[src/core/lcell_pkg.sv]
// Constants for the logic cell data 3/4 select and gate 1 term select block
`default_nettype none
package lcell_pkg;
   // Bus geometry
   localparam int ADDR_W = 12;
   localparam int DATA_W = 32;
   // Candidate input count and select code width
   localparam int NUM_IN = 8;
   localparam int SEL_W = 3;
   localparam int CHAN_NUM = 4;
   // Register byte offsets
   localparam logic [ADDR_W-1:0] SEL34_OFFSET = 12'h000;
   localparam logic [ADDR_W-1:0] GATE1_OFFSET = 12'h004;
   localparam logic [ADDR_W-1:0] POL_OFFSET = 12'h008;
   // Field positions in the data 3/4 select register
   localparam int D4_LSB = 4;
   localparam int D3_LSB = 0;
   localparam logic [7:0] SEL34_IMPL_MASK = 8'h77;
   // Field positions in the gate 1 term select register
   localparam int G1_D4T_BIT = 7;
   localparam int G1_D4N_BIT = 6;
   localparam int G1_D3T_BIT = 5;
   localparam int G1_D3N_BIT = 4;
   localparam int G1_D2T_BIT = 3;
   localparam int G1_D2N_BIT = 2;
   localparam int G1_D1T_BIT = 1;
   localparam int G1_D1N_BIT = 0;
   // Field position in the polarity register
   localparam int POL_BIT = 0;
   // Reset values
   localparam logic [7:0] SEL34_RESET = 8'h00;
   localparam logic [7:0] GATE1_RESET = 8'h00;
   localparam logic POL_RESET = 1'b0;
   localparam logic [DATA_W-1:0] RDATA_RESET = 32'h0000_0000;
endpackage
`default_nettype wire

[src/core/lcell_gate1.sv]
// Logic cell data 3/4 input select, gate 1 term select and polarity, APB slave
// Operation
// - Bits 6..4 of data 3/4 select pick candidate input N for data channel 4.
// - Bits 2..0 of data 3/4 select pick candidate input N for data channel 3.
// - Bits 7 and 3 of data 3/4 select read zero, writes ignored.
// - Implemented bits of all three registers are read/write; kept until rewritten.
// - Gate 1 select bit 7 gates true channel 4, bit 6 inverted channel 4.
// - Gate 1 select bit 5 gates true channel 3, bit 4 inverted channel 3.
// - Gate 1 select bit 3 gates true channel 2, bit 2 inverted channel 2.
// - Gate 1 select bit 1 gates true channel 1, bit 0 inverted channel 1.
// - Polarity bit set inverts gate 1 output; clear passes it unchanged.
//
// Decided for this implementation: the register addresses and register access over APB.
`default_nettype none
module lcell_gate1 (
   input wire logic pclk,
   input wire logic presetn,
   input wire logic psel,
   input wire logic penable,
   input wire logic pwrite,
   input wire logic [lcell_pkg::ADDR_W-1:0] paddr,
   input wire logic [lcell_pkg::DATA_W-1:0] pwdata,
   output logic [lcell_pkg::DATA_W-1:0] prdata,
   output logic pready,
   output logic pslverr,
   input wire logic [lcell_pkg::NUM_IN-1:0] candidate_inputs,
   input wire logic data_channel_1,
   input wire logic data_channel_2,
   output logic data_channel_3,
   output logic data_channel_4,
   output logic gate_one_out
);
   import lcell_pkg::*;

   typedef struct packed {
      logic [7:0] sel34_reg;
      logic [7:0] gate1_reg;
      logic pol_reg;
      logic [NUM_IN-1:0] in_meta_reg;
      logic [NUM_IN-1:0] in_sync_reg;
      logic d3_reg;
      logic d4_reg;
      logic g1_reg;
      logic [DATA_W-1:0] prdata_reg;
      logic pready_reg;
      logic pslverr_reg;
   } state_t;

   localparam state_t STATE_RESET = '{
      sel34_reg: SEL34_RESET,
      gate1_reg: GATE1_RESET,
      pol_reg: POL_RESET,
      in_meta_reg: '0,
      in_sync_reg: '0,
      d3_reg: 1'b0,
      d4_reg: 1'b0,
      g1_reg: 1'b0,
      prdata_reg: RDATA_RESET,
      pready_reg: 1'b0,
      pslverr_reg: 1'b0
   };

   state_t st_reg;
   state_t st_next;

   logic [CHAN_NUM-1:0] chan;
   logic [CHAN_NUM-1:0] term;
   logic access_first;
   logic access_done;
   logic wr_commit;
   logic hit_sel34;
   logic hit_gate1;
   logic hit_pol;

   // Channel order matches the term select layout: index 0 is data channel 1
   assign chan = {st_reg.d4_reg, st_reg.d3_reg, data_channel_2, data_channel_1};

   // Each channel contributes its true and inverted term when enabled
   for (genvar i = 0; i < CHAN_NUM; i++) begin : g_term
      assign term[i] = (st_reg.gate1_reg[2*i+1] & chan[i])
                     | (st_reg.gate1_reg[2*i] & ~chan[i]);
   end

   assign hit_sel34 = (paddr == SEL34_OFFSET);
   assign hit_gate1 = (paddr == GATE1_OFFSET);
   assign hit_pol = (paddr == POL_OFFSET);
   // One wait state: pready rises in the second access cycle
   assign access_first = psel && penable && !st_reg.pready_reg;
   assign access_done = psel && penable && st_reg.pready_reg;
   assign wr_commit = access_done && pwrite && !st_reg.pslverr_reg;

   always_comb begin
      st_next = st_reg;
      // Two-stage synchroniser for asynchronous candidate inputs
      st_next.in_meta_reg = candidate_inputs;
      st_next.in_sync_reg = st_reg.in_meta_reg;
      st_next.d4_reg = st_reg.in_sync_reg[st_reg.sel34_reg[D4_LSB +: SEL_W]];
      st_next.d3_reg = st_reg.in_sync_reg[st_reg.sel34_reg[D3_LSB +: SEL_W]];
      st_next.g1_reg = st_reg.pol_reg ^ (|term);

      st_next.pready_reg = access_first;
      if (access_first) begin
         st_next.pslverr_reg = !(hit_sel34 || hit_gate1 || hit_pol);
         if (hit_sel34) begin
            st_next.prdata_reg = {24'h00_0000, st_reg.sel34_reg & SEL34_IMPL_MASK};
         end else if (hit_gate1) begin
            st_next.prdata_reg = {24'h00_0000, st_reg.gate1_reg};
         end else if (hit_pol) begin
            st_next.prdata_reg = {31'h0000_0000, st_reg.pol_reg};
         end else begin
            st_next.prdata_reg = RDATA_RESET;
         end
      end else if (access_done) begin
         st_next.pslverr_reg = 1'b0;
      end

      // Writes land only at the edge where the master samples pready high
      if (wr_commit) begin
         if (hit_sel34) begin
            st_next.sel34_reg = pwdata[7:0] & SEL34_IMPL_MASK;
         end
         if (hit_gate1) begin
            st_next.gate1_reg = pwdata[7:0];
         end
         if (hit_pol) begin
            st_next.pol_reg = pwdata[POL_BIT];
         end
      end
   end

   always_ff @(posedge pclk or negedge presetn) begin
      if (!presetn) begin
         st_reg <= STATE_RESET;
      end else begin
         st_reg <= st_next;
      end
   end

   assign prdata = st_reg.prdata_reg;
   assign pready = st_reg.pready_reg;
   assign pslverr = st_reg.pslverr_reg;
   assign data_channel_3 = st_reg.d3_reg;
   assign data_channel_4 = st_reg.d4_reg;
   assign gate_one_out = st_reg.g1_reg;
endmodule
`default_nettype wire

[config.mk]
export PLATFORM = sky130hd
export DESIGN_NAME = lcell_gate1
export DESIGN_NICKNAME = d
export VERILOG_FILES = /design/src/core/lcell_pkg.sv /design/src/core/lcell_gate1.sv
export SDC_FILE = /design/constraint.sdc
export NUM_CORES = 1
export LEC_CHECK = 0
export BUFFER_PORTS_ARGS = -buffer_cell sky130_fd_sc_hd__buf_2
export CAP_MARGIN = 0
export CORE_UTILIZATION = 46
export CTS_CLUSTER_DIAMETER = 150
export DETAILED_ROUTE_END_ITERATION = 8
export PLACE_DENSITY = 0.82
export SYNTH_ARGS = -nofsm -noshare
export SYNTH_HDL_FRONTEND = slang
export SYNTH_SLANG_ARGS = --single-unit
export TNS_END_PERCENT = 10
[constraint.sdc]
create_clock -name pclk -period 2.1 [get_ports pclk]
set_clock_uncertainty 0.15 [all_clocks]
set_input_delay 0.105 -clock pclk [delete_from_list [all_inputs] [get_ports pclk]]
set_output_delay 0.105 -clock pclk [all_outputs]
set_load 0.03 [all_outputs]
== Word level (Yosys, flattened, before mapping) ==
Cells that the tools add are included.
Word-level totals
  register bits after elaboration: 68
  input bits: 59
  output and inout bits: 37
Cells by class
  $lt $le $gt $ge: 2
  equality and inequality tests: 2
  muxes and demuxes: 9
  bitwise logic cells: 17
  reduce and logical (&&, ||, !) cells: 16
Operators with widths (count)
  2-to-1 mux 32 bit: 1
  == test 12 x 3 -> 1 bit (second input constant): 1
  == test 12 x 4 -> 1 bit (second input constant): 1
  zero test 12 bit: 1
  AND 1 bit: 8
  < comparator 3 x 4 -> 1 bit (second input constant): 2
  2-to-1 mux 8 bit: 1
  binary-select mux 1 bit (select 3 bit): 2
  AND reduction 2 bit: 3
  logical AND 1 bit: 5
  2-to-1 mux 1 bit: 5
  NOT 1 bit: 4
  OR 1 bit: 4
  OR reduction 4 bit: 1
  zero test 1 bit: 3
  logical OR 1 bit: 2
  nonzero test 2 bit: 1
  bitwise XOR 1 bit: 1

== Logic depth before layout (Yosys ltp) ==
  depth after elaboration: 5
  mapped depth: 5

== Worst setup path after synthesis ==
No wires, ideal clock.
  path kind: reg2reg
  from: reg st_reg (netlist bit pslverr)
  to: reg st_reg[54] in the netlist's numbering
  library setup time: 0.125 ns
  arrival time: 1.728 ns
  required time: 1.825 ns
  setup slack: 0.097 ns
  cell stages (with the launch flop): 5
  buffers on the path: 1
  path through: dfrtp_1 -> or3_1 -> or3_1 -> buf_4 -> mux2_4
Between the ends
  longest elaborated chain between the ends: 3
RTL lines
  start: declaration: line lcell_gate1.sv:63  | state_t st_reg;
  start signal: assignment: line lcell_gate1.sv:135  | st_reg <= st_next;
  zero test 1 bit: line lcell_gate1.sv:90  | assign wr_commit = access_done && pwrite && !st_reg.pslverr_reg;
  logical AND 1 bit: line lcell_gate1.sv:90
  AND reduction 2 bit (no source line)
Every way passes these cells.
A chain may end at the register's enable or synchronous reset.

== Worst setup path after layout ==
  from: in penable
  to: reg st_reg[61] in the netlist's numbering
Between the ends
  longest elaborated chain between the ends: 5
RTL lines
  start: declaration: line lcell_gate1.sv:19  | input wire logic penable,
  logical AND 1 bit (2 in a row): line lcell_gate1.sv:89  | assign access_done = psel && penable && st_reg.pready_reg;
  logical AND 1 bit (2 in a row): line lcell_gate1.sv:90
  AND reduction 2 bit (no source line)
Every way passes these cells.

==> run summary <==
RUN STATUS
-------------------------------------------------------------------------------------------------
Run status                                                                           complete, no violations

CRITICAL PATH
-------------------------------------------------------------------------------------------------
Endpoint required time on the critical path                                               2.13 ns
CP arrival                                                                                2.07 ns
Cell with the biggest individual delay on the critical path                          dlygate4sd3_1
Top delay family on crit path                                                        simple AND/OR/NAND/NOR gates
Largest incremental delay on the critical path                                            0.52 ns
Crit path kind                                                                       primary input to register
Buffers and inverters on the worst path                                                         3
Maximum net fanout on the critical path                                                         6
Cells traversed along the worst timing path                                          dlygate4sd3_1 > buf_2 > nand2_1 > or3_1 > or3_1 > buf_4 > mux2_4
Crit path launch type                                                                primary input
Critical Path Most Common Cell                                                              or3_1
Type of destination of the critical path                                                 register

POWER AND IR DROP
-------------------------------------------------------------------------------------------------
Overall power of the completed layout                                                     1934 µW
Portion of total power attributed to the clock network                                      0.452
Leak pwr                                                                              0.001344 µW
Power Internal                                                                            1531 µW
Logic gate share of total power                                                             0.094
Net switching power figure                                                               403.1 µW
Cell Pwr Density                                                                     749.5 nW/µm²
Sequential power share                                                                      0.454
Switch share                                                                               0.2085
Maximum vdd ir drop                                                                     0.4396 mV

YOSYS
-------------------------------------------------------------------------------------------------
Post-synthesis instance total                                                                 148
Share of synthesized area spent on multiplexers                                            0.1846
Synth Area in Adders                                                                            0
Area fraction in and, or, nand and nor cells after synthesis                              0.08827
Count of synthesis-stage warnings from yosys                                                    0
Post-synthesis sequential area ratio                                                       0.5432
Total of flip-flops plus latches after synthesis                                               44
Compound-gate portion of the synthesized area                                             0.04444
Share of the synthesized area in the top cell type                                         0.5432
Main combinational cell family by area after synthesis                               multiplexers
Cell accounting for the most synthesized area                                             dfrtp_1
Parity-gate share of the synthesized area counting xor and xnor cells                    0.004321
Post-Synthesis Cell Area                                                                 2027 µm²
Number of distinct library cell variants in the gate-level netlist after synthesis             29
Average cell area after synthesis                                                       13.70 µm²
Synth area leaders                                                                   dfrtp_1 (54%), buf_4 (12%), mux2_4 (10%)

DRT
-------------------------------------------------------------------------------------------------
Detailed-route vias per instance                                                            4.727
Average detailed-routed wire length per instance                                         12.96 µm
First-pass DRT Iterations                                                                       4
Length of routed wiring on met1                                                           1518 µm
Total DRC errors in the routed layout                                                           0
DRT antenna net count                                                                           0
Met2 wire length                                                                          1782 µm
Top layer in use                                                                             met4
Total wirelength of the detailed-routed design                                            3511 µm
Met3 wire length                                                                           173 µm
Number of DRC markers in iteration 0                                                           56
Total via count in the routed design                                                         1281

STA
-------------------------------------------------------------------------------------------------
Period utilization                                                                         0.9692
Endpoints failing hold                                                                          0
Fin Setup TNS                                                                                0 ns
Top achievable clock speed                                                              491.3 MHz
Minimum hold slack                                                                    0.008475 ns
Worst path setup slack after routing                                                   0.06466 ns
Setup repair after global routing missed its margin                                         false
Number of slew-limit violations in the final report                                             0
Time the worst path needs with I/O delays and setup                                      2.035 ns
Number of failing setup endpoints in the final timing report                                    0

CTS
-------------------------------------------------------------------------------------------------
Number of instances resized during post-cts repair                                              0
Clock tree root buffer cell                                                              clkbuf_8
Bufs on Longest Clock Path                                                                      2
Clock latency on the worst-skew pair                                                      0.29 ns
TritonCTS clock tree                                                                         done
Post-CTS Setup Repair Bufs                                                                      0
Number of levels in the clock H-tree                                                            2
CTS clock-pin slew for the worst setup and hold paths                                     0.08 ns
Number of buffers added to fix hold violations after cts                                       19
Number of buffers created by CTS                                                                5
CTS sink cnt                                                                                   44

FLOORPLAN
-------------------------------------------------------------------------------------------------
Die W                                                                                    68.38 µm
Core ar.                                                                                 4115 µm²
Die area                                                                                 4676 µm²
Total I/O pin count                                                                            96
Die Height                                                                               68.38 µm
Standard-cell rows                                                                             23
Initial cell density of the core                                                           0.4926

GLOBAL ROUTING
-------------------------------------------------------------------------------------------------
Total congestion overflow                                                                       0
Initial antenna violation count                                                                 0
Wire length of the first global-routing pass                                              5382 µm
Pin count of the biggest net entering global routing                                           21
Via count of the first global-routing pass                                                   1129
Combined global-route utilization of all metal layers                                      0.1660

PLACED DESIGN
-------------------------------------------------------------------------------------------------
Placed inst area                                                                         2231 µm²
Final HPWL DP                                                                             2582 µm
Port Buf Inserts                                                                               47
Setup Slack @ Placement                                                              -0.003380 ns
Gpl congestion                                                                             0.7901

FINISH
-------------------------------------------------------------------------------------------------
Ant diodes                                                                                      0
Synthesis-to-layout area growth                                                            27.28%
Number of flip-flops under the largest register name                                           23
Finished Cell Area                                                                       2580 µm²
Share of layout cells above drive strength 1                                               0.4118
Count of nets after finishing                                                                 279

FLOW RUN
-------------------------------------------------------------------------------------------------
Max-cap viol count                                                                              0

WORST HOLD PATH
-------------------------------------------------------------------------------------------------
Worst min-delay path category                                                        primary input to register

## power by group through the flow
stage          Clock [µW]  Combinational, µW  Sequential, µW
2_1_floorplan           0                112             903
3_3_place_gp            0                154             893
3_5_place_dp            0                156             895
4_1_cts               889                183             878
5_1_grt               926                200             880
6_report              873                183             878
## stage by stage
step,cells,utilization
2_1_floorplan,171,-
4_1_cts,271,0.6269
3_3_place_gp,244,0.5421
3_5_place_dp,244,0.5421
5_1_grt,271,0.6269
6_report,271,0.6269
## final timing paths
kind,from,endpoint,depth (start not counted),slack (ns)
max,penable,st_reg[61],7,0.06
max in group asynchronous,presetn,st_reg[42],3,1.11
max reg2reg,pslverr,st_reg[61],4,0.13
min,data_channel_1,gate_one_out,4,0.008
min reg2reg,st_next[39],st_reg[39],0,0.20
min in group asynchronous,presetn,prdata[5],2,0.13
## layout by cell type, fill, tap and decap left out, types with 2 or more instances in the layout
cell type / count
mux2i_1: 4
a22oi_1: 5
a22o_1: 3
clkbuf_8: 5
bufinv_16: 3
buf_4: 11
or4_4: 3
nand2_1: 13
dfrtp_1: 44
conb_1: 24
mux2_4: 14
o21ai_0: 2
mux4_2: 4
dlygate4sd3_1: 19
or3_1: 3
buf_2: 47
mux2_2: 2
inv_1: 2
## worst register-to-register path: stages (launching register included)
cell	delay [ns]
dfrtp_1	0.40
or3_1	0.43
or3_1	0.39
buf_4	0.19
mux2_4	0.30
## cell families after synthesis
group                  count (synthesis)
AO/OA/AOI/OAI                         12
XOR/XNOR                               1
buffers and inverters                 37
flip-flops                            44
multiplexers                          25
other                                  1
AND/OR/NAND/NOR                       28
## cell type report
cell class | count | area [µm²]
repair buffers | 77 | 508.0
multi-input cells | 90 | 742.0
clock buffers | 5 | 68.82
clock inverters | 3 | 90.09
fillers | 339 | 1535
flip-flops and latches | 44 | 1101
inverters | 2 | 7.507
well taps | 50 | 62.56
## per-layer routing
| layer | vias up | global-route usage |
|---|---|---|
| li1 | 610 | - |
| met1 | 623 | 0.2147 |
| met2 | 44 | 0.2598 |
| met3 | 4 | 0.04667 |
| met4 | 0 | 0.07031 |
| met5 | - | 0 |
## cells in the mapped netlist, drive strengths merged
master	n
or4	4
nand2b	1
nor4b	1
a21o	1
mux2	17
nand2	13
a22o	3
a221oi	1
dfrtp	44
or3	3
or2	1
xor2	1
clkbuf	1
buf	34
a22oi	5
or4b	1
nand4	1
nor4	2
inv	2
o21ai	2
mux2i	4
mux4	4
conb	1
nand3b	1
(Power assumes the default switching activity.)
